### config.mk
export PLATFORM = sky130hd
export DESIGN_NAME = sph_host_port
export DESIGN_NICKNAME = d
export VERILOG_FILES = /design/src/inc/sph_pkg.sv /design/src/rtl/sph_host_port.sv
export SDC_FILE = /design/constraint.sdc
export NUM_CORES = 1
export LEC_CHECK = 0
export ABC_AREA = 1
export BUFFER_PORTS_ARGS = -buffer_cell sky130_fd_sc_hd__buf_2
export CAP_MARGIN = 25
export CORE_MARGIN = 2
export CORE_UTILIZATION = 35
export CTS_CLUSTER_DIAMETER = 40
export DETAILED_ROUTE_END_ITERATION = 12
export PLACE_DENSITY_LB_ADDON = 0.08
export SKIP_LAST_GASP = 1
export SLEW_MARGIN = 20
export SYNTH_ARGS = -nofsm -noshare
export SYNTH_HDL_FRONTEND = slang
export SYNTH_SLANG_ARGS = --single-unit
### constraint.sdc
create_clock -name i_clk -period 3 [get_ports i_clk]
set_clock_uncertainty 0.05 [all_clocks]
set_input_delay 0.3 -clock i_clk [delete_from_list [all_inputs] [get_ports i_clk]]
set_output_delay 0.3 -clock i_clk [all_outputs]
set_load 0.05 [all_outputs]
### src/inc/sph_pkg.sv
// Shared constants for the slave peripheral host port
package sph_pkg;
   localparam int DATA_W = 8;
   localparam int NIB_W = 4;
   // Status register bit positions
   localparam int ST_OBF = 0;
   localparam int ST_IBF = 1;
   localparam int ST_F0 = 2;
   localparam int ST_F1 = 3;
   localparam int ST_USR_LO = 4;
   localparam int ST_USR_HI = 7;
   // Port two line positions
   localparam int P2_OBF = 4;
   localparam int P2_IBF = 5;
   localparam int P2_DRQ = 6;
   localparam int P2_DMA_ACKNOWLEDGE_N = 7;
   // Reset values
   localparam logic [7:0] RST_BYTE = 8'h00;
   localparam logic [7:0] PORT_RST = 8'hff;
   localparam logic [3:0] NIB_RST = 4'h0;
   // Expander strobe length in ns and cycles at 40 MHz
   localparam int CLK_NS = 25;
   localparam int STROBE_NS = 700;
   localparam int STROBE_CYC = (STROBE_NS + CLK_NS - 1) / CLK_NS;
   // Internal core command codes
   typedef enum logic [3:0] {
      SPH_CMD_NONE = 4'h0,
      SPH_CMD_OUT = 4'h1,
      SPH_CMD_IN = 4'h2,
      SPH_CMD_STS = 4'h3,
      SPH_CMD_FLAGS = 4'h4,
      SPH_CMD_DMA = 4'h5,
      SPH_CMD_CNT = 4'h6,
      SPH_CMD_F0 = 4'h7
   } sph_cmd_t;
   // Expander strobe states
   typedef enum logic [1:0] {
      SPH_EX_IDLE = 2'b01,
      SPH_EX_PULSE = 2'b10
   } sph_ex_t;
endpackage : sph_pkg

### src/rtl/sph_host_port.sv
// Master-side host port of the slave peripheral controller
//
// Function
// Master read strobe low fetches output buffer or status word.
// Master write strobe low captures byte into input buffer.
// Data lines driven only during selected master read.
// One data register each direction plus readable status byte (here master-to-core data goes through a two-entry buffer).
// Buffer state by polling, interrupt flags, or DMA handshake.
// External fetch select high forces external instruction fetch.
// Single step low halts after each instruction, marked by strobe.
// Test input zero is sampled for its branch conditions.
// Test input one is sampled for its branch conditions.
// After start counting, test input one clocks the counter.
// Ports one and two are quasi-bidirectional eight-line ports.
// External fetch puts upper four address bits on port two low.
// Port two low nibble also carries expander bus traffic.
// Port two upper lines are port lines or flag/DMA lines.
// Expander transfer emits a strobe pulse on the program pin.
// Status holds user bits, two flags, input full, output full.
// Load status copies accumulator high nibble, low nibble kept.
// Flags update on trailing rising edge of read or write.
// Enable flags maps output full to line four, input full five (here line five carries input full inverted).
// Reset clears flags and releases the data bus.
// Strobes act only with chip select low; select picks path (here DMA acknowledge low also selects once DMA is enabled).
// Master write sets input full; core read clears; reverse too (here input full clears only when the core reads the last buffered byte).
`timescale 1ns/10ps
module sph_host_port #(
   parameter int DATA_W = sph_pkg::DATA_W,
   parameter int STROBE_CYC = sph_pkg::STROBE_CYC
) (
   // Clock and reset
   input wire logic i_clk,
   input wire logic i_rstn,
   // Master bus pins
   input wire logic i_cs_n,
   input wire logic i_rd_n,
   input wire logic i_wr_n,
   input wire logic i_register_select,
   input wire logic [DATA_W-1:0] i_db,
   output logic [DATA_W-1:0] o_db,
   output logic o_db_oe,
   // Control pins
   input wire logic i_external_fetch_select,
   input wire logic i_single_step_n,
   input wire logic i_test_input_zero,
   input wire logic i_test_input_one,
   output logic o_sync,
   output logic o_expander_strobe,
   // Port pins
   input wire logic [7:0] i_p1,
   output logic [7:0] o_p1,
   output logic [7:0] o_p1_oe,
   input wire logic [7:0] i_p2,
   output logic [7:0] o_p2,
   output logic [7:0] o_p2_oe,
   // Core command side
   input wire logic i_cmd_valid,
   output logic o_cmd_ready,
   input wire sph_pkg::sph_cmd_t i_cmd,
   input wire logic [DATA_W-1:0] i_cmd_data,
   input wire logic i_insn_done,
   input wire logic [3:0] i_fetch_addr_hi,
   input wire logic i_fetch_ext,
   input wire logic i_exp_start,
   input wire logic [3:0] i_exp_nibble,
   input wire logic [7:0] i_p1_latch,
   input wire logic [7:0] i_p2_latch,
   // Core data from master, two-entry buffer
   output logic o_in_valid,
   input wire logic i_in_ready,
   output logic [DATA_W-1:0] o_in_data,
   output logic o_in_is_cmd,
   // Core status view
   output logic o_use_external_fetch,
   output logic o_halt,
   output logic o_test_zero,
   output logic o_test_one,
   output logic o_count_tick,
   output logic o_count_from_pin,
   output logic [7:0] o_p1_in,
   output logic [7:0] o_p2_in,
   output logic [3:0] o_exp_in,
   output logic [DATA_W-1:0] o_status
);
   // ---------------------------------------------------------------
   // Synchronisers
   // ---------------------------------------------------------------
   localparam int SW = 9 + DATA_W + 16;
   logic [SW-1:0] s1_ff;
   logic [SW-1:0] s2_ff;
   wire [SW-1:0] raw = {i_cs_n, i_rd_n, i_wr_n, i_register_select, i_external_fetch_select,
      i_single_step_n, i_test_input_zero, i_test_input_one, i_p2[sph_pkg::P2_DMA_ACKNOWLEDGE_N], i_db,
      i_p1, i_p2};
   always_ff @(posedge i_clk) begin
      if (!i_rstn) begin
         s1_ff <= '1;
         s2_ff <= '1;
      end else begin
         s1_ff <= raw;
         s2_ff <= s1_ff;
      end
   end
   wire cs_n = s2_ff[SW-1];
   wire rd_n = s2_ff[SW-2];
   wire wr_n = s2_ff[SW-3];
   wire rsel = s2_ff[SW-4];
   wire ext_sel = s2_ff[SW-5];
   wire step_n = s2_ff[SW-6];
   wire t0 = s2_ff[SW-7];
   wire t1 = s2_ff[SW-8];
   wire dma_acknowledge_n_n = s2_ff[SW-9];
   wire [DATA_W-1:0] db_s = s2_ff[16 +: DATA_W];
   wire [7:0] p1_s = s2_ff[8 +: 8];
   wire [7:0] p2_s = s2_ff[0 +: 8];

   // ---------------------------------------------------------------
   // Strobe edge detection
   // ---------------------------------------------------------------
   logic rd_d_ff;
   logic wr_d_ff;
   logic t1_d_ff;
   logic [DATA_W-1:0] wr_data_ff;
   logic wr_rsel_ff;
   logic rd_rsel_ff;
   logic rd_sel_ff;
   logic wr_sel_ff;
   wire dma_on;
   wire sel = !cs_n || (dma_on && !dma_acknowledge_n_n);
   always_ff @(posedge i_clk) begin
      if (!i_rstn) begin
         rd_d_ff <= 1'b1;
         wr_d_ff <= 1'b1;
         t1_d_ff <= 1'b1;
         wr_data_ff <= sph_pkg::RST_BYTE;
         wr_rsel_ff <= 1'b0;
         rd_rsel_ff <= 1'b0;
         rd_sel_ff <= 1'b0;
         wr_sel_ff <= 1'b0;
      end else begin
         rd_d_ff <= rd_n;
         wr_d_ff <= wr_n;
         t1_d_ff <= t1;
         if (!wr_n) begin
            wr_data_ff <= db_s;
            wr_rsel_ff <= rsel && cs_n == 1'b0;
            wr_sel_ff <= sel;
         end
         if (!rd_n) begin
            rd_rsel_ff <= rsel;
            rd_sel_ff <= sel;
         end
      end
   end
   wire rd_rise = rd_n && !rd_d_ff && rd_sel_ff;
   wire wr_rise = wr_n && !wr_d_ff && wr_sel_ff;
   wire host_rd_done = rd_rise && !rd_rsel_ff;
   wire host_wr_done = wr_rise;

   // ---------------------------------------------------------------
   // Two-entry buffer toward the core
   // ---------------------------------------------------------------
   logic [DATA_W:0] buf_ff [2];
   logic [1:0] cnt_ff;
   logic rp_ff;
   logic wp_ff;
   wire buf_push = host_wr_done && cnt_ff != 2'd2;
   wire buf_pop = o_in_valid && i_in_ready;
   assign o_in_valid = cnt_ff != 2'd0;
   assign o_in_data = buf_ff[rp_ff][DATA_W-1:0];
   assign o_in_is_cmd = buf_ff[rp_ff][DATA_W];
   always_ff @(posedge i_clk) begin
      if (!i_rstn) begin
         cnt_ff <= 2'd0;
         rp_ff <= 1'b0;
         wp_ff <= 1'b0;
         buf_ff[0] <= '0;
         buf_ff[1] <= '0;
      end else begin
         if (buf_push) begin
            buf_ff[wp_ff] <= {wr_rsel_ff, wr_data_ff};
            wp_ff <= !wp_ff;
         end
         if (buf_pop) begin
            rp_ff <= !rp_ff;
         end
         cnt_ff <= cnt_ff + {1'b0, buf_push} - {1'b0, buf_pop};
      end
   end

   // ---------------------------------------------------------------
   // Status and output buffer
   // ---------------------------------------------------------------
   logic [DATA_W-1:0] out_ff;
   logic [3:0] usr_ff;
   logic f0_ff;
   logic f1_ff;
   logic ibf_ff;
   logic obf_ff;
   logic flags_en_ff;
   logic dma_en_ff;
   logic drq_ff;
   logic count_pin_ff;
   wire cmd_take = i_cmd_valid && o_cmd_ready;
   wire core_out = cmd_take && i_cmd == sph_pkg::SPH_CMD_OUT;
   wire core_sts = cmd_take && i_cmd == sph_pkg::SPH_CMD_STS;
   wire core_f0 = cmd_take && i_cmd == sph_pkg::SPH_CMD_F0;
   assign o_cmd_ready = 1'b1;
   assign dma_on = dma_en_ff;
   always_ff @(posedge i_clk) begin
      if (!i_rstn) begin
         out_ff <= sph_pkg::RST_BYTE;
         usr_ff <= sph_pkg::NIB_RST;
         f0_ff <= 1'b0;
         f1_ff <= 1'b0;
         ibf_ff <= 1'b0;
         obf_ff <= 1'b0;
         flags_en_ff <= 1'b0;
         dma_en_ff <= 1'b0;
         drq_ff <= 1'b0;
         count_pin_ff <= 1'b0;
      end else begin
         if (core_out) begin
            out_ff <= i_cmd_data;
         end
         if (core_sts) begin
            usr_ff <= i_cmd_data[sph_pkg::ST_USR_HI:sph_pkg::ST_USR_LO];
         end
         if (host_wr_done) begin
            f1_ff <= wr_rsel_ff;
            ibf_ff <= 1'b1;
         end else if (buf_pop) begin
            ibf_ff <= cnt_ff != 2'd1;
         end
         if (core_out) begin
            obf_ff <= 1'b1;
         end else if (host_rd_done) begin
            obf_ff <= 1'b0;
         end
         if (core_f0) begin
            f0_ff <= i_cmd_data[0];
         end
         if (cmd_take && i_cmd == sph_pkg::SPH_CMD_FLAGS) begin
            flags_en_ff <= 1'b1;
         end
         if (cmd_take && i_cmd == sph_pkg::SPH_CMD_DMA) begin
            dma_en_ff <= 1'b1;
         end
         if (cmd_take && i_cmd == sph_pkg::SPH_CMD_CNT) begin
            count_pin_ff <= i_cmd_data[0];
         end
         if (core_out && dma_en_ff) begin
            drq_ff <= 1'b1;
         end else if ((rd_rise || wr_rise) && !dma_acknowledge_n_n) begin
            drq_ff <= 1'b0;
         end
      end
   end
   assign o_status = {usr_ff, f1_ff, f0_ff, ibf_ff, obf_ff};

   // ---------------------------------------------------------------
   // Data bus drive
   // ---------------------------------------------------------------
   logic [DATA_W-1:0] db_ff;
   logic db_oe_ff;
   wire rd_active = sel && !rd_n;
   wire [DATA_W-1:0] rd_mux = rsel ? o_status : out_ff;
   always_ff @(posedge i_clk) begin
      if (!i_rstn) begin
         db_ff <= sph_pkg::RST_BYTE;
         db_oe_ff <= 1'b0;
      end else begin
         db_ff <= rd_mux;
         db_oe_ff <= rd_active;
      end
   end
   assign o_db = db_ff;
   assign o_db_oe = db_oe_ff;

   // ---------------------------------------------------------------
   // Expander strobe
   // ---------------------------------------------------------------
   sph_pkg::sph_ex_t ex_ff;
   sph_pkg::sph_ex_t nxt_ex;
   logic [7:0] ex_cnt_ff;
   logic [3:0] ex_nib_ff;
   wire ex_last = ex_cnt_ff == 8'(STROBE_CYC - 1);
   always_comb begin
      nxt_ex = ex_ff;
      unique case (ex_ff)
         sph_pkg::SPH_EX_IDLE: begin
            if (i_exp_start) begin
               nxt_ex = sph_pkg::SPH_EX_PULSE;
            end
         end
         sph_pkg::SPH_EX_PULSE: begin
            if (ex_last) begin
               nxt_ex = sph_pkg::SPH_EX_IDLE;
            end
         end
         default: nxt_ex = sph_pkg::SPH_EX_IDLE;
      endcase
   end
   always_ff @(posedge i_clk) begin
      if (!i_rstn) begin
         ex_ff <= sph_pkg::SPH_EX_IDLE;
         ex_cnt_ff <= 8'h00;
         ex_nib_ff <= sph_pkg::NIB_RST;
      end else begin
         ex_ff <= nxt_ex;
         ex_cnt_ff <= (ex_ff == sph_pkg::SPH_EX_PULSE) ? ex_cnt_ff + 8'h01 : 8'h00;
         if (i_exp_start && ex_ff == sph_pkg::SPH_EX_IDLE) begin
            ex_nib_ff <= i_exp_nibble;
         end
      end
   end
   assign o_expander_strobe = ex_ff != sph_pkg::SPH_EX_PULSE;

   // ---------------------------------------------------------------
   // Ports, test inputs, stepping
   // ---------------------------------------------------------------
   logic [7:0] p2_ff;
   logic [7:0] p1_ff;
   logic sync_ff;
   wire ex_busy = ex_ff == sph_pkg::SPH_EX_PULSE;
   wire [3:0] p2_lo = i_fetch_ext ? i_fetch_addr_hi :
      (ex_busy ? ex_nib_ff : i_p2_latch[3:0]);
   wire obf_pin = flags_en_ff ? (i_p2_latch[sph_pkg::P2_OBF] & obf_ff)
      : i_p2_latch[sph_pkg::P2_OBF];
   wire ibf_pin = flags_en_ff ? (i_p2_latch[sph_pkg::P2_IBF] & !ibf_ff)
      : i_p2_latch[sph_pkg::P2_IBF];
   wire drq_pin = dma_en_ff ? drq_ff : i_p2_latch[sph_pkg::P2_DRQ];
   wire dma_acknowledge_n_pin = dma_en_ff ? 1'b1 : i_p2_latch[sph_pkg::P2_DMA_ACKNOWLEDGE_N];
   always_ff @(posedge i_clk) begin
      if (!i_rstn) begin
         p1_ff <= sph_pkg::PORT_RST;
         p2_ff <= sph_pkg::PORT_RST;
         sync_ff <= 1'b0;
      end else begin
         p1_ff <= i_p1_latch;
         p2_ff <= {dma_acknowledge_n_pin, drq_pin, ibf_pin, obf_pin, p2_lo};
         sync_ff <= i_insn_done;
      end
   end
   // Quasi-bidirectional: drive only a low, pull-up elsewhere; port two low nibble fully driven during fetch or expander
   assign o_p1 = p1_ff;
   assign o_p1_oe = ~p1_ff;
   assign o_p2 = p2_ff;
   assign o_p2_oe = {~p2_ff[7:4], (i_fetch_ext || ex_busy) ? 4'hf : ~p2_ff[3:0]};
   assign o_sync = sync_ff;
   assign o_use_external_fetch = ext_sel;
   assign o_halt = !step_n && i_insn_done;
   assign o_test_zero = t0;
   assign o_test_one = t1;
   assign o_count_from_pin = count_pin_ff;
   assign o_count_tick = count_pin_ff && !t1 && t1_d_ff;
   assign o_p1_in = p1_s;
   assign o_p2_in = p2_s;
   assign o_exp_in = p2_s[3:0];
endmodule : sph_host_port

==> flow_metrics.env <==
export IMPL_hold_viol=0
export IMPL_final_common_cell="buf_2"
export IMPL_ys_ff_latch=162
export IMPL_crit_type="reg -> reg"
export IMPL_syn_to_final_growth_pct=31.3
export IMPL_fillerInstances=1544
export IMPL_setup_violations=0
export IMPL_status="finished, final reports clean"
export IMPL_yosysSeqAreaShare_pct=60.2
export IMPL_grt_use_met1_pct=16.6
export IMPL_p_int_uw=3860
export IMPL_chipHeight_um=131
export IMPL_finalCritPeriodShare_pct=72.1
export IMPL_hold_ws_ns=0.0231
export IMPL_drtIter0Drc=155
export IMPL_irDropWorstVdd_mv=0.376
export IMPL_worstPathArrival_ns=2.46
export IMPL_diodes=0
export IMPL_grt_pass1_vias=4053
export IMPL_grt_use_met2_pct=22.8
export IMPL_r2r_slack_ns=0.84
export IMPL_path_clk_slew_ns=0.06
export IMPL_wirelength_um=11700
export IMPL_rsz0062_at_grt="false"
export IMPL_fin_util_pct=47.0
export IMPL_comb_power_share_pct=11.6
export IMPL_drc=0
export IMPL_fmax_mhz=462
export IMPL_slew_viol_final=0
export IMPL_final_nets=845
export IMPL_syn_num_nets=671
export IMPL_ant_nets=0
export IMPL_clk_latency_ns=0.42
export IMPL_synthDistinctLibCells=32
export IMPL_worstPathRequired_ns=3.30
export IMPL_start_util_pct=35.8
export IMPL_holdPathStages=2
export IMPL_yosysWarnings=0
export IMPL_grt_pass1_wl_um=19400
export IMPL_postCtsSetupRepairBufs=0
export IMPL_place_gp_congestion=0.786
export IMPL_max_slew_margin_rel_pct=60.6
export IMPL_io_buffer_count=161
export IMPL_crit_path_max_fanout=20
export IMPL_power_frac_clock_pct=43.1
export IMPL_dpl_hpwl_um=8120
export IMPL_worstMarginPinSlew_ns=0.590
export IMPL_holdPathEnd="o_p1[1]"
export IMPL_seq_power_share_pct=45.3
export IMPL_post_route_min_period_ns=2.16
export IMPL_dieArea_mm2=0.0173
export IMPL_p_sw_uw=1300
export IMPL_globalRouteTotalUtil_pct=13.9
export IMPL_syn_inst=593
export IMPL_maxCapViolations=0
export IMPL_min_from="i_p1_latch[1]"
export IMPL_antenna_found_initial=0
export IMPL_dieWidth_um=131
export IMPL_vias_per_cell=4.18
export IMPL_rr_startpoint="s2_ff[30]"
export IMPL_grt_busiest_layer="met2"
export IMPL_reg2reg_to="cnt_ff[1]"
export IMPL_clock_sinks=162
export IMPL_rows=46
export IMPL_wl_per_cell_um=11.7
export IMPL_firstDrtPassIters=4
export IMPL_cp_end_kind="register"
export IMPL_p_leak_uw=0.00329
export IMPL_setup_tns_ns=0
export IMPL_grt_max_degree=39
export IMPL_worst_setup_path_start_kind="register"
export IMPL_drive_gt1_share_pct=36.8
export IMPL_netSwitchingFraction_pct=25.2
export IMPL_grtUsageMet3_pct=4.44
export IMPL_cts_root_buf="clkbuf_16"
export IMPL_powerDensity_mw_per_mm2=692
export IMPL_synth_cell_area_mm2=0.00568
export IMPL_layout_common_cells="buf_2, dfxtp_1, nor2_1"
export IMPL_cts_buffers_inserted=17
export IMPL_core_mm2=0.0159
export IMPL_synth_area_per_cell_um2=9.58
export IMPL_grt_overflow=0
export IMPL_reg2reg_depth=9
export IMPL_cts_max_path_buffers=2
export IMPL_hp_class="in -> reg"
export IMPL_ios=163
export IMPL_vias=4165
export IMPL_cts_tree="built"
export IMPL_htreeDepth=4
## Yosys cell counts
cell type  instances  area share [%]
inv_1             56             3.7
nand4_1            4            0.44
inv_2              5            0.33
buf_4             27             3.6
o21ai_0           49             4.3
nand2_1           43             2.8
nor2_1            75             5.0
or2_4              1            0.15
conb_1             1           0.066
xnor2_1            1            0.15
a21oi_2            1            0.15
buf_6              3            0.59
o21ai_1            1           0.088
dfxtp_1          144              51
clkbuf_1           7            0.46
a21oi_1           31             2.7
edfxtp_1          18             9.5
buf_2              8            0.70
a21oi_4            1            0.29
nand3_2            3            0.53
nor3_1             3            0.26
nor2_4             3            0.59
o21ai_2            1            0.15
nor2_2             1            0.11
nand3_1           16             1.4
ha_1               3            0.66
or2_1             11             1.2
or2_2             63             6.9
o31ai_2            1            0.22
a21boi_0           1            0.13
nand2_2            2            0.22
mux2_2             9             1.8
## sequential cells by signal, summed over array words and instances (netlist names), 2 cells and up, named ones only
signal / cells
buf_ff: 18
cnt_ff: 2
ex_cnt_ff: 8
ex_ff: 2
ex_nib_ff: 4
o_db: 8
o_p1: 8
o_p2: 8
out_ff: 8
s1_ff: 32
s2_ff: 32
usr_ff: 4
wr_data_ff: 8
## worst max path at each step
stage	from	slack [ns]	end	depth (start not counted)
3_5_place_dp	s2_ff[30]	0.86	cnt_ff[1]	9
4_1_cts	s2_ff[30]	0.84	cnt_ff[1]	9
2_1_floorplan	cnt_ff[0]	1.09	cnt_ff[1]	10
3_3_place_gp	s2_ff[30]	0.93	cnt_ff[1]	9
5_1_grt	s2_ff[30]	0.60	cnt_ff[1]	9
6_report	s2_ff[30]	0.84	cnt_ff[1]	9
## kinds of logic (layout without fill, tap and decap cells)
logic type / Yosys count / count (layout) / share of synthesized area (%)
XOR/XNOR: 1 / 1 / 0.154
buffers and inverters: 106 / 293 / 9.36
multiplexers: 9 / 9 / 1.78
other: 1 / 1 / 0.0660
adder cells (fa/ha/maj): 3 / 3 / 0.661
AO/OA/AOI/OAI: 86 / 86 / 8.08
flip-flops: 162 / 162 / 60.2
AND/OR/NAND/NOR: 225 / 225 / 19.7
## routing by layer
layer / up-vias / wire length [µm] / part of all wire, %
met4: 0 / 209 / 1.8
met2: 94 / 5660 / 48
met3: 16 / 557 / 4.8
met1: 1864 / 5260 / 45
met5: - / 0 / 0
li1: 2191 / - / -
## stage by stage
| step | setup slack (ns) | power, µW | std cells | cell area, µm² |
|---|---|---|---|---|
| after floorplan | 1.09 | 2810 | 593 | 5680 |
| after global placement | 0.927 | 2940 | 928 | 6480 |
| after detailed placement | 0.856 | 2950 | 928 | 6480 |
| after CTS | 0.842 | 5240 | 996 | 7460 |
| after global routing | 0.596 | 5370 | 996 | 7460 |
| final | 0.837 | 5160 | 996 | 7460 |
## what timing repair did
| item | CTS | global route |
|---|---|---|
| hold endpoints to repair | 36 | 0 |
| resized for setup | 0 | 0 |
| endpoints found under the setup margin | 0 | 0 |
| hold buffers | 36 | 0 |
## area by class of cell
type,count,area [µm²],share of cell area (%)
flip-flops and latches,162,3420,45.9
multi-input cells,325,1730,23.2
repair buffers,200,1190,15.9
clock buffers,20,467,6.25
well taps,216,270,3.62
inverters,61,229,3.07
clock inverters,12,156,2.10
## critical path: stages, from the launching register on
cell and delay, ns:
dfxtp_1 0.69, nand3_2 0.20, a21oi_4 0.20, inv_1 0.06
ha_1 0.27, inv_1 0.04, ha_1 0.18, xnor2_1 0.19
o21ai_0 0.10, a21oi_1 0.12
## power by group through the flow
stage | Sequential [µW] | Combinational [µW] | Clock (µW)
after detailed placement | 2380 | 565 | 0
final | 2340 | 598 | 2230
after CTS | 2340 | 603 | 2300
after floorplan | 2430 | 379 | 0
after global placement | 2380 | 560 | 0
after global routing | 2350 | 643 | 2380
Note: power is estimated with default switching activity, not from simulation.
